<file path="config.mk">
export PLATFORM = sky130hd
export DESIGN_NAME = tsmar_top
export DESIGN_NICKNAME = d
export VERILOG_FILES = /design/src/core/tsmar_pkg.sv /design/src/core/tsmar_regbus_if.sv /design/src/core/tsmar_spi_fe.sv /design/src/core/tsmar_top.sv
export VERILOG_INCLUDE_DIRS = /design/src /design/src/core
export SDC_FILE = /design/constraint.sdc
export NUM_CORES = 1
export LEC_CHECK = 0
export BUFFER_PORTS_ARGS = -buffer_cell sky130_fd_sc_hd__clkbuf_2
export CAP_MARGIN = 5
export CORE_MARGIN = 2
export CORE_UTILIZATION = 40
export CTS_BUF_LIST = sky130_fd_sc_hd__clkbuf_4 sky130_fd_sc_hd__clkbuf_8
export CTS_CLUSTER_DIAMETER = 80
export DETAILED_ROUTE_END_ITERATION = 8
export HOLD_SLACK_MARGIN = 0.05
export REMOVE_ABC_BUFFERS = 1
export SLEW_MARGIN = 20
export SYNTH_ARGS = -nofsm -noshare
export SYNTH_HDL_FRONTEND = slang
export SYNTH_SLANG_ARGS = --single-unit
</file>
<file path="constraint.sdc">
create_clock -name i_clk_sys -period 3.9 [get_ports i_clk_sys]
set_input_delay 0.78 -clock i_clk_sys [delete_from_list [all_inputs] [get_ports i_clk_sys]]
set_output_delay 0.78 -clock i_clk_sys [all_outputs]
set_load 0.02 [all_outputs]
</file>
<file path="src/core/tsmar_consts.svh">
// register map, field positions, reset values and timing of the sensor core
// assumes a 100 MHz system clock; included by the package only
`ifndef TSMAR_CONSTS_SVH
`define TSMAR_CONSTS_SVH
// register addresses
`define TSMAR_ADDR_STATUS 3'h0
`define TSMAR_ADDR_CONFIG 3'h1
`define TSMAR_ADDR_TEMP 3'h2
`define TSMAR_ADDR_IDENT 3'h3
`define TSMAR_ADDR_CRIT 3'h4
`define TSMAR_ADDR_HYST 3'h5
`define TSMAR_ADDR_HIGH 3'h6
`define TSMAR_ADDR_LOW 3'h7
// reset values
`define TSMAR_RST_STATUS 8'h80
`define TSMAR_RST_CONFIG 8'h00
`define TSMAR_RST_TEMP 16'h0000
`define TSMAR_RST_CRIT 16'h4980
`define TSMAR_RST_HYST 8'h05
`define TSMAR_RST_HIGH 16'h2000
`define TSMAR_RST_LOW 16'h0500
// configuration fields
`define TSMAR_CFG_FQ_MSB 1
`define TSMAR_CFG_FQ_LSB 0
`define TSMAR_CFG_CT_POL 2
`define TSMAR_CFG_LIM_POL 3
`define TSMAR_CFG_CMP 4
`define TSMAR_CFG_MODE_MSB 6
`define TSMAR_CFG_MODE_LSB 5
`define TSMAR_CFG_RES16 7
// status fields
`define TSMAR_ST_LOW 4
`define TSMAR_ST_HIGH 5
`define TSMAR_ST_CRIT 6
`define TSMAR_ST_RDY 7
// command byte fields
`define TSMAR_CMD_RD 6
`define TSMAR_CMD_ADDR_MSB 5
`define TSMAR_CMD_ADDR_LSB 3
// hysteresis: one degree is 128 codes of the 16-bit word
`define TSMAR_HYST_SHIFT 7
// timing
`define TSMAR_CLK_MHZ 100
`define TSMAR_T_CONV_CONT_MS 240
`define TSMAR_T_CONV_1SPS_MS 60
`define TSMAR_T_IDLE_1SPS_MS 940
`define TSMAR_T_WAKE_MS 1
`define TSMAR_CYC_CONV_CONT (`TSMAR_T_CONV_CONT_MS * 1000 * `TSMAR_CLK_MHZ)
`define TSMAR_CYC_CONV_1SPS (`TSMAR_T_CONV_1SPS_MS * 1000 * `TSMAR_CLK_MHZ)
`define TSMAR_CYC_IDLE_1SPS (`TSMAR_T_IDLE_1SPS_MS * 1000 * `TSMAR_CLK_MHZ)
`define TSMAR_CYC_WAKE (`TSMAR_T_WAKE_MS * 1000 * `TSMAR_CLK_MHZ)
`endif

</file>
<file path="src/core/tsmar_pkg.sv">
// types shared by the sensor core and its serial front end
// assumes tsmar_consts.svh on the include path
`default_nettype none
package tsmar_pkg;
`include "tsmar_consts.svh"

    typedef enum logic [1:0] {
        MODE_CONT = 2'b00,
        MODE_ONESHOT = 2'b01,
        MODE_1SPS = 2'b10,
        MODE_SHDN = 2'b11
    } tsmar_mode_t;

    typedef enum logic [3:0] {
        SEQ_CONV = 4'b0001,
        SEQ_IDLE = 4'b0010,
        SEQ_SHDN = 4'b0100,
        SEQ_WAKE = 4'b1000
    } tsmar_seq_t;

    typedef enum logic [2:0] {
        PH_CMD = 3'b001,
        PH_RD = 3'b010,
        PH_WR = 3'b100
    } tsmar_phase_t;

    typedef struct packed {
        logic sclk_m, sclk_s, sclk_p, cs_m, cs_s, mosi_m, mosi_s;
        tsmar_phase_t phase;
        logic [3:0] bitcnt;
        logic [15:0] sh_in;
        logic [2:0] addr;
        logic wide;
        logic [16:0] sh_out;
        logic rd_req, wr_req;
        logic [15:0] wr_data;
    } tsmar_fe_st_t;

    typedef struct packed {
        tsmar_seq_t seq;
        logic [31:0] cnt;
        logic [7:0] cfg;
        logic [15:0] temp, crit;
        logic [7:0] hyst;
        logic [15:0] high, low;
        logic fl_crit, fl_high, fl_low, rdy_n;
        logic [2:0] fq_cnt;
        logic ct_act, lim_act, ct_oe, lim_oe;
    } tsmar_core_st_t;

    // 16-bit registers are the result and the three limits
    function automatic logic tsmar_is_wide(input logic [2:0] a);
        return (a == `TSMAR_ADDR_TEMP) || (a == `TSMAR_ADDR_CRIT) ||
               (a == `TSMAR_ADDR_HIGH) || (a == `TSMAR_ADDR_LOW);
    endfunction : tsmar_is_wide
endpackage : tsmar_pkg
`default_nettype wire

</file>
<file path="src/core/tsmar_regbus_if.sv">
// register access strobes between serial front end and sensor core
// assumes both ends on i_clk_sys
`default_nettype none
interface tsmar_regbus_if;
    logic [2:0] addr;
    logic rd_req;
    logic [15:0] rd_data;
    logic wr_req;
    logic [15:0] wr_data;
    modport fe (output addr, output rd_req, output wr_req, output wr_data, input rd_data);
    modport core (input addr, input rd_req, input wr_req, input wr_data, output rd_data);
endinterface : tsmar_regbus_if
`default_nettype wire

</file>
<file path="src/core/tsmar_spi_fe.sv">
// serial front end: samples the serial pins on the system clock, frames commands
// assumes mode 3 (clock idles high), msb first, clock well below a quarter of i_clk_sys
`default_nettype none
module tsmar_spi_fe
    import tsmar_pkg::*;
(
    input wire logic i_clk_sys,
    input wire logic i_nrst,
    input wire logic i_sclk,
    input wire logic i_cs_n,
    input wire logic i_mosi,
    output logic o_miso,
    output logic o_miso_oe,
    tsmar_regbus_if.fe bus
);
    tsmar_fe_st_t s_q;
    tsmar_fe_st_t s_d;
    logic rise;
    logic fall;
    logic last;
    logic [7:0] cmd;
    logic [15:0] shifted;

    assign rise = s_q.sclk_s & ~s_q.sclk_p;
    assign fall = ~s_q.sclk_s & s_q.sclk_p;
    assign last = s_q.bitcnt == (s_q.wide ? 4'hF : 4'h7);
    assign cmd = {s_q.sh_in[6:0], s_q.mosi_s};
    assign shifted = {s_q.sh_in[14:0], s_q.mosi_s};

    // ========================================
    // framing
    always_comb begin
        s_d = s_q;
        s_d.sclk_m = i_sclk;
        s_d.sclk_s = s_q.sclk_m;
        s_d.sclk_p = s_q.sclk_s;
        s_d.cs_m = i_cs_n;
        s_d.cs_s = s_q.cs_m;
        s_d.mosi_m = i_mosi;
        s_d.mosi_s = s_q.mosi_m;
        s_d.rd_req = 1'b0;
        s_d.wr_req = 1'b0;
        if (s_q.cs_s) begin
            s_d.phase = PH_CMD;
            s_d.bitcnt = 4'h0;
        end else begin
            // capture the addressed value the cycle it is requested
            if (s_q.rd_req) begin
                s_d.sh_out = s_q.wide ? {1'b0, bus.rd_data} : {1'b0, bus.rd_data[7:0], 8'h00};
            end
            case (s_q.phase)
                PH_CMD: if (rise) begin
                    s_d.sh_in = shifted;
                    s_d.bitcnt = 4'(s_q.bitcnt + 4'h1);
                    if (s_q.bitcnt == 4'h7) begin
                        s_d.bitcnt = 4'h0;
                        s_d.addr = cmd[`TSMAR_CMD_ADDR_MSB:`TSMAR_CMD_ADDR_LSB];
                        s_d.wide = tsmar_is_wide(cmd[`TSMAR_CMD_ADDR_MSB:`TSMAR_CMD_ADDR_LSB]);
                        if (cmd[`TSMAR_CMD_RD]) begin
                            s_d.phase = PH_RD;
                            s_d.rd_req = 1'b1;
                        end else begin
                            s_d.phase = PH_WR;
                        end
                    end
                end
                PH_WR: if (rise) begin
                    s_d.sh_in = shifted;
                    s_d.bitcnt = 4'(s_q.bitcnt + 4'h1);
                    if (last) begin
                        s_d.wr_req = 1'b1;
                        s_d.wr_data = s_q.wide ? shifted : {8'h00, shifted[7:0]};
                        s_d.phase = PH_CMD;
                        s_d.bitcnt = 4'h0;
                    end
                end
                PH_RD: begin
                    if (fall) begin
                        s_d.sh_out = {s_q.sh_out[15:0], 1'b0};
                    end
                    if (rise) begin
                        s_d.bitcnt = 4'(s_q.bitcnt + 4'h1);
                        if (last) begin
                            s_d.phase = PH_CMD;
                            s_d.bitcnt = 4'h0;
                        end
                    end
                end
                default: s_d.phase = PH_CMD;
            endcase
        end
    end

    always_ff @(posedge i_clk_sys or negedge i_nrst) begin
        if (!i_nrst) begin
            s_q <= '{sclk_m: 1'b1, sclk_s: 1'b1, sclk_p: 1'b1, cs_m: 1'b1, cs_s: 1'b1,
                     phase: PH_CMD, default: '0};
        end else begin
            s_q <= s_d;
        end
    end

    assign o_miso = s_q.sh_out[16];
    assign o_miso_oe = (s_q.phase == PH_RD) & ~s_q.cs_s;
    assign bus.addr = s_q.addr;
    assign bus.rd_req = s_q.rd_req;
    assign bus.wr_req = s_q.wr_req;
    assign bus.wr_data = s_q.wr_data;
endmodule : tsmar_spi_fe
`default_nettype wire

</file>
<file path="src/core/tsmar_top.sv">
// temperature sensor core: conversion sequencing, limit alarms, register map
// assumes i_temp_code is a settled 16-bit code from the modulator on i_clk_sys
`default_nettype none
module tsmar_top
    import tsmar_pkg::*;
#(
    parameter int unsigned CONV_CONT_CYC = `TSMAR_CYC_CONV_CONT,
    parameter int unsigned CONV_1SPS_CYC = `TSMAR_CYC_CONV_1SPS,
    parameter int unsigned IDLE_1SPS_CYC = `TSMAR_CYC_IDLE_1SPS,
    parameter int unsigned WAKE_CYC = `TSMAR_CYC_WAKE,
    // arbitrary value
    parameter logic [7:0] IDENT_VALUE = 8'h5A
) (
    input wire logic i_clk_sys,
    input wire logic i_nrst,
    input wire logic i_sclk,
    input wire logic i_cs_n,
    input wire logic i_mosi,
    input wire logic [15:0] i_temp_code,
    output logic o_miso,
    output logic o_miso_oe,
    output logic o_critical_alarm_out,
    output logic o_critical_alarm_out_oe,
    output logic o_limit_alarm_out,
    output logic o_limit_alarm_out_oe
);
    localparam logic [7:0] ST_RST = `TSMAR_RST_STATUS;
    localparam tsmar_core_st_t CORE_RST = '{
        seq: SEQ_CONV,
        cnt: 32'h0,
        cfg: `TSMAR_RST_CONFIG,
        temp: `TSMAR_RST_TEMP,
        crit: `TSMAR_RST_CRIT,
        hyst: `TSMAR_RST_HYST,
        high: `TSMAR_RST_HIGH,
        low: `TSMAR_RST_LOW,
        fl_crit: ST_RST[`TSMAR_ST_CRIT],
        fl_high: ST_RST[`TSMAR_ST_HIGH],
        fl_low: ST_RST[`TSMAR_ST_LOW],
        rdy_n: ST_RST[`TSMAR_ST_RDY],
        fq_cnt: 3'h0,
        ct_act: 1'b0,
        lim_act: 1'b0,
        ct_oe: 1'b0,
        lim_oe: 1'b0
    };

    tsmar_regbus_if bus ();
    tsmar_core_st_t s_q;
    tsmar_core_st_t s_d;

    // ========================================
    // serial front end
    tsmar_spi_fe u_fe (
        .i_clk_sys(i_clk_sys),
        .i_nrst(i_nrst),
        .i_sclk(i_sclk),
        .i_cs_n(i_cs_n),
        .i_mosi(i_mosi),
        .o_miso(o_miso),
        .o_miso_oe(o_miso_oe),
        .bus(bus)
    );

    // ========================================
    // access decode
    tsmar_mode_t cur_mode;
    tsmar_mode_t new_mode;
    logic res16;
    logic cfg_wr;
    logic sts_rd;
    logic tmp_rd;
    logic [31:0] conv_last;

    assign cur_mode = tsmar_mode_t'(s_q.cfg[`TSMAR_CFG_MODE_MSB:`TSMAR_CFG_MODE_LSB]);
    assign new_mode = tsmar_mode_t'(bus.wr_data[`TSMAR_CFG_MODE_MSB:`TSMAR_CFG_MODE_LSB]);
    assign res16 = s_q.cfg[`TSMAR_CFG_RES16];
    assign cfg_wr = bus.wr_req && (bus.addr == `TSMAR_ADDR_CONFIG);
    assign sts_rd = bus.rd_req && (bus.addr == `TSMAR_ADDR_STATUS);
    assign tmp_rd = bus.rd_req && (bus.addr == `TSMAR_ADDR_TEMP);
    assign conv_last = (cur_mode == MODE_1SPS) ? 32'(CONV_1SPS_CYC - 1) :
                       32'(CONV_CONT_CYC - 1);

    // ========================================
    // limit comparison
    // sign-extended value, low bits dropped at 13-bit resolution
    function automatic logic signed [16:0] tsmar_val(input logic [15:0] v, input logic r16);
        return r16 ? $signed({v[15], v}) : $signed({v[15], v[15:3], 3'b000});
    endfunction : tsmar_val

    logic signed [16:0] smp;
    logic signed [16:0] lim_c;
    logic signed [16:0] lim_h;
    logic signed [16:0] lim_l;
    logic signed [16:0] hy;
    logic flt_c;
    logic flt_h;
    logic flt_l;
    logic any_flt;
    logic clr_c;
    logic clr_h;
    logic clr_l;
    logic [2:0] need;
    logic [2:0] fq_next;
    logic qual;
    logic conv_done;
    logic [15:0] result;

    assign smp = tsmar_val(i_temp_code, res16);
    assign lim_c = tsmar_val(s_q.crit, res16);
    assign lim_h = tsmar_val(s_q.high, res16);
    assign lim_l = tsmar_val(s_q.low, res16);
    assign hy = $signed({2'b00, s_q.hyst, 7'h00});
    assign flt_c = smp > lim_c;
    assign flt_h = smp > lim_h;
    assign flt_l = smp < lim_l;
    assign any_flt = flt_c | flt_h | flt_l;
    assign clr_c = smp < (lim_c - hy);
    assign clr_h = smp < (lim_h - hy);
    assign clr_l = smp > (lim_l + hy);
    // fault queue depth one to four
    assign need = 3'({1'b0, s_q.cfg[`TSMAR_CFG_FQ_MSB:`TSMAR_CFG_FQ_LSB]} + 3'h1);
    assign fq_next = !any_flt ? 3'h0 :
                     (s_q.fq_cnt >= need) ? need : 3'(s_q.fq_cnt + 3'h1);
    assign qual = any_flt && (fq_next == need);
    // full 16-bit code, or 13-bit code with limit flags below it
    assign result = res16 ? i_temp_code :
                    {i_temp_code[15:3], flt_c, flt_h, flt_l};

    // ========================================
    // sequencer and registers
    always_comb begin
        s_d = s_q;
        conv_done = 1'b0;
        case (s_q.seq)
            SEQ_CONV: begin
                if (s_q.cnt >= conv_last) begin
                    conv_done = 1'b1;
                    s_d.cnt = 32'h0;
                    case (cur_mode)
                        MODE_CONT: s_d.seq = SEQ_CONV;
                        MODE_1SPS: s_d.seq = SEQ_IDLE;
                        default: s_d.seq = SEQ_SHDN;
                    endcase
                end else begin
                    s_d.cnt = 32'(s_q.cnt + 32'h1);
                end
            end
            SEQ_IDLE: begin
                if (s_q.cnt >= 32'(IDLE_1SPS_CYC - 1)) begin
                    s_d.seq = SEQ_CONV;
                    s_d.cnt = 32'h0;
                end else begin
                    s_d.cnt = 32'(s_q.cnt + 32'h1);
                end
            end
            SEQ_WAKE: begin
                if (s_q.cnt >= 32'(WAKE_CYC - 1)) begin
                    s_d.seq = SEQ_CONV;
                    s_d.cnt = 32'h0;
                end else begin
                    s_d.cnt = 32'(s_q.cnt + 32'h1);
                end
            end
            SEQ_SHDN: s_d.cnt = 32'h0;
            default: begin
                s_d.seq = SEQ_CONV;
                s_d.cnt = 32'h0;
            end
        endcase

        // writable registers only; others ignore writes
        if (bus.wr_req) begin
            if (bus.addr == `TSMAR_ADDR_CONFIG) begin
                s_d.cfg = bus.wr_data[7:0];
            end else if (bus.addr == `TSMAR_ADDR_CRIT) begin
                s_d.crit = bus.wr_data;
            end else if (bus.addr == `TSMAR_ADDR_HYST) begin
                s_d.hyst = bus.wr_data[7:0];
            end else if (bus.addr == `TSMAR_ADDR_HIGH) begin
                s_d.high = bus.wr_data;
            end else if (bus.addr == `TSMAR_ADDR_LOW) begin
                s_d.low = bus.wr_data;
            end
        end

        // mode writes steer the sequencer
        if (cfg_wr) begin
            if (new_mode == MODE_SHDN) begin
                s_d.seq = SEQ_SHDN;
                s_d.cnt = 32'h0;
            end else if (s_q.seq == SEQ_SHDN) begin
                s_d.seq = SEQ_WAKE;
                s_d.cnt = 32'h0;
            end else if (new_mode != cur_mode || new_mode == MODE_ONESHOT) begin
                s_d.seq = SEQ_CONV;
                s_d.cnt = 32'h0;
            end
        end

        // result and fault queue, only at the end of a conversion
        if (conv_done) begin
            s_d.temp = result;
            s_d.fq_cnt = fq_next;
        end

        // status flags: a new fault wins over a same-cycle clear
        s_d.fl_low = (s_q.fl_low & ~sts_rd & ~(conv_done & clr_l)) |
                     (conv_done & flt_l);
        s_d.fl_high = (s_q.fl_high & ~sts_rd & ~(conv_done & clr_h)) |
                      (conv_done & flt_h);
        s_d.fl_crit = (s_q.fl_crit & ~sts_rd & ~(conv_done & clr_c)) |
                      (conv_done & flt_c);

        // ready, active low; a new result wins over a same-cycle read
        if (conv_done) begin
            s_d.rdy_n = 1'b0;
        end else if (tmp_rd) begin
            s_d.rdy_n = 1'b1;
        end else if (cfg_wr && (cur_mode == MODE_ONESHOT || cur_mode == MODE_1SPS)) begin
            s_d.rdy_n = 1'b1;
        end

        // alarms: comparator mode follows hysteresis, interrupt mode clears on any read
        if (s_q.cfg[`TSMAR_CFG_CMP]) begin
            s_d.ct_act = (s_q.ct_act & ~(conv_done & clr_c)) |
                         (conv_done & qual & flt_c);
            s_d.lim_act = (s_q.lim_act & ~(conv_done & clr_h & clr_l)) |
                          (conv_done & qual & (flt_h | flt_l));
        end else begin
            s_d.ct_act = (s_q.ct_act & ~bus.rd_req) | (conv_done & qual & flt_c);
            s_d.lim_act = (s_q.lim_act & ~bus.rd_req) |
                          (conv_done & qual & (flt_h | flt_l));
        end

        // open-drain: pull low whenever the pin level must be low
        s_d.ct_oe = s_d.ct_act ^ s_d.cfg[`TSMAR_CFG_CT_POL];
        s_d.lim_oe = s_d.lim_act ^ s_d.cfg[`TSMAR_CFG_LIM_POL];
    end

    always_ff @(posedge i_clk_sys or negedge i_nrst) begin
        if (!i_nrst) begin
            s_q <= CORE_RST;
        end else begin
            s_q <= s_d;
        end
    end

    // ========================================
    // read data
    always_comb begin
        if (bus.addr == `TSMAR_ADDR_STATUS) begin
            bus.rd_data = {8'h00, s_q.rdy_n, s_q.fl_crit, s_q.fl_high, s_q.fl_low, 4'h0};
        end else if (bus.addr == `TSMAR_ADDR_CONFIG) begin
            bus.rd_data = {8'h00, s_q.cfg};
        end else if (bus.addr == `TSMAR_ADDR_TEMP) begin
            bus.rd_data = s_q.temp;
        end else if (bus.addr == `TSMAR_ADDR_IDENT) begin
            bus.rd_data = {8'h00, IDENT_VALUE};
        end else if (bus.addr == `TSMAR_ADDR_CRIT) begin
            bus.rd_data = s_q.crit;
        end else if (bus.addr == `TSMAR_ADDR_HYST) begin
            bus.rd_data = {8'h00, s_q.hyst};
        end else if (bus.addr == `TSMAR_ADDR_HIGH) begin
            bus.rd_data = s_q.high;
        end else begin
            bus.rd_data = s_q.low;
        end
    end

    // ========================================
    // pins
    assign o_critical_alarm_out = 1'b0;
    assign o_critical_alarm_out_oe = s_q.ct_oe;
    assign o_limit_alarm_out = 1'b0;
    assign o_limit_alarm_out_oe = s_q.lim_oe;
endmodule : tsmar_top
`default_nettype wire

</file>
==> out/qor.csv <==
stage,metric,value,unit
power_and_ir_drop,peakVddDrop,254.9,uV
timing,setup_tns,0,ns
die,core_area,0.03067,mm^2
cts,cts_max_level,4,
global_routing,grtUsageTotal,21.63,%
global_routing,overflow,0,
yosys,synth_flop_cell,dfrtp_1,
layout,drive_gt1_share,18.52,%
worst_setup_path,worstSetupPathType,flop to flop,
route,viasPerCell,5.548,
timing,worst_pin_slew,0.8863,ns
place,numPortBuffers,24,
die,num_rows,64,
layout,post-route-cell-area,0.01389,mm^2
timing,fin_hold_ws,0.3224,ns
timing,fmax,256.9,MHz
place,place.gp.congestion,0.9157,
power_and_ir_drop,power,4385,uW
worst_setup_path,slowest_delay,0.55,ns
die,ios,27,
worst_setup_path,r2r_slack,0.008,ns
die,die_h,180.6,um
worst_setup_path,cp_cell_sequence,buf_4 -> ha_4 -> inv_1 -> fa_2 -> a21o_1 -> a21oi_2 -> o21ai_1 -> and2_4 -> o21ai_2 -> nand2b_1 -> a21oi_2 -> xnor2_1 -> ha_2 -> nand2b_4 -> a211oi_2 -> o21ai_1 -> nand4b_1 -> a32o_2 -> nor4_4 -> o2bb2ai_2 -> xor2_1,
yosys,syn_area,0.01247,mm^2
cts,clkTransAtPathRegs,0.13,ns
worst_setup_path,startpoint_type,flop,
timing,clock_skew,0.03014,ns
route,first_pass_iters,5,
worst_setup_path,crit_fanout,2,
cts,clk_path_buf_depth,2,
timing,setup_viol_count_final,0,
yosys,async_flop_share,100.0,%
route,drtAntennaViolNets,0,
route,via_count,9864,
layout,fin_nets,1512,
global_routing,antenna_found_initial,0,
timing,slew_violations,0,
cts,hold_buffers,0,
die,die_x,180.6,um
cts,cts_buffers,17,
yosys,ys_warn_count,0,
yosys,synth-seq-cells,195,
layout,final_cell_mix,"dfrtp_1, nand2_1, ha_1",
cts,root_buffer,clkbuf_8,
yosys,seq_area_frac_synth,39.29,%
worst_setup_path,cp_slowest_cell,dfstp_2,
route,drc,0,
timing,fin_crit_sh,99.81,%
layout,n_antenna_cell,0,
yosys,synth_edf_count,0,
cts,cts_num_sinks,195,
worst_setup_path,crit_buf_inv,2,
yosys,synth_cells,1318,
power_and_ir_drop,p_leak,0.006257,uW
global_routing,grt_max_degree,90,
place,placed_cell_area,0.01324,mm^2
yosys,ys_types,86,
route,drt_iter0_drc,758,
route,wl_per_cell,19.54,um
power_and_ir_drop,p_per_area,315.7,mW/mm^2
die,start_util,40.67,%
timing,period_minus_slack,3.892,ns
layout,final_common_cell,dfrtp_1,
yosys,avgSynthCellArea,9.465,um^2
status,status,"complete, no violations",
timing,hold_viol,0,
place,dp_hpwl,26110,um
worst_setup_path,cp.arrival,4.29,ns
timing,relSlewSlack,40.91,%
run,maxCapViolCount,0,
layout,syn2layout_area_growth,11.34,%
hold_path,hold_path_class,input port to asynchronous set/reset pin,
timing,rsz0062_at_grt,yes,
cts,cts_tree,done,
worst_setup_path,worst_setup_path_end_kind,flop,
die,dieArea,0.03261,mm^2
cts,worstSkewPairLatency,0.51,ns
worst_setup_path,crit_family,compound AO/OA/AOI/OAI gates,
route,drt_wl_total,34740,um
global_routing,grt_pass1_wl,54590,um
worst_setup_path,required,4.30,ns
global_routing,grt_pass1_vias,9610,
-- worst reg2reg max path: cells and delay by family, from the launching register on --
family                   cells  cell delay, ns
flip-flops                   1            0.55
adder cells (fa/ha/maj)      3            0.62
AND/OR/NAND/NOR              5            0.86
buffers and inverters        2            0.16
AO/OA/AOI/OAI                9            1.33
XOR/XNOR                     2            0.24
-- Yosys cell counts, types with 4 or more instances --
cell      count  area [um^2]
o21a_1        6        45.04
a21o_1       18        135.1
nand4_1      17        106.4
a211oi_1     10        75.07
ha_1        119         1489
nand2b_1     24        150.1
a22oi_1       6        45.04
a211o_1       6        52.55
o21bai_1      5        37.54
mux2_2       67        754.5
inv_1        97        364.1
a21oi_1      73        365.4
nor2b_1      16        100.1
mux4_2        6        135.1
a31o_2        4        35.03
o22ai_1      16        100.1
a221oi_1     11        96.34
clkbuf_1     32        120.1
a22o_1        9        78.83
a31oi_1       8        50.05
o21ai_0      67        335.3
xnor2_1      28        245.2
nand3_1      33        165.2
or2_2         5        31.28
and2_1        8        50.05
dfstp_2      17        446.7
buf_4         4        30.03
and3_1       10        62.56
nor2_1       99        371.6
dfrtp_1     178         4454
mux2i_1       9        90.09
o211ai_1     10        75.07
nor3_1       17        85.08
nand3b_1      5        37.54
nand2_1     163        611.8
buf_2        10        50.05
xor2_1       28        245.2
-- what timing repair did --
action	CTS	global route
hold endpoints to repair	0	0
endpoints found under the setup margin	5	6
gates resized for setup	19	22
buffers inserted	4	5
pin swaps	15	8
-- layer usage --
layer  global-route usage (%)  up-vias  wire (um)
met1                    29.47     4816      15740
met2                    35.04      272      16250
met3                    2.930       51       1616
met5                        0        -          0
li1                         -     4725          -
met4                    8.226        0       1132
-- power breakdown --
group / internal, uW / switching (uW) / total, uW
registers: 2150 / 100 / 2250
clock network: 614 / 860 / 1470
logic: 264 / 396 / 661
-- flip-flops by register name, summed over array words and instances (netlist names) --
register,flops
u_fe.bus.addr,3
o_critical_alarm_out_oe,1
u_fe.o_miso,1
u_fe.bus.wr_data,16
s_q,114
u_fe.bus.wr_req,1
hy,8
o_limit_alarm_out_oe,1
res16,1
u_fe.s_q,34
u_fe.bus.rd_req,1
u_fe.s_d,4
u_fe.cmd,8
cur_mode,2
-- logic make-up after synthesis --
kind of cell | Yosys count | share of synthesized area (%)
AO/OA/AOI/OAI | 281 | 14.75
other | 1 | 0.03006
flip-flops | 195 | 39.29
adder cells (fa/ha/maj) | 122 | 12.42
XOR/XNOR | 57 | 4.062
AND/OR/NAND/NOR | 428 | 16.54
multiplexers | 83 | 7.944
buffers and inverters | 151 | 4.965
-- per-stage QoR --
step	util, %	cells	worst slack, ns
floorplan	-	1272	0.02959
global placement	43.17	1737	-0.1623
detailed placement	43.17	1737	-0.3160
CTS	44.90	1773	-0.01481
global route	45.29	1778	-0.2022
finish	45.29	1778	0.007604
-- path summary, 6_finish.rpt --
kind / to / cells past startpoint / startpoint
min reg2reg: u_fe.cmd[0] / 0 / u_fe.s_d[62]
max: o_limit_alarm_out_oe / 21 / hy[7]
min: s_q[5] / 1 / i_nrst
min in group i_clk_sys: u_fe.s_d[67] / 1 / i_sclk
max reg2reg: o_limit_alarm_out_oe / 21 / hy[7]
max in group asynchronous: u_fe.bus.wr_data[1] / 2 / i_nrst
-- final cells by class --
class | instances | area (um^2)
clock buffers | 17 | 234.0
clock inverters | 15 | 209.0
flip-flops and latches | 195 | 4902
multi-input cells | 978 | 7127
repair buffers | 78 | 550.5
well taps | 396 | 495.5
inverters | 99 | 371.6
fillers | 2976 | 16780
(Power assumes the default switching activity.)
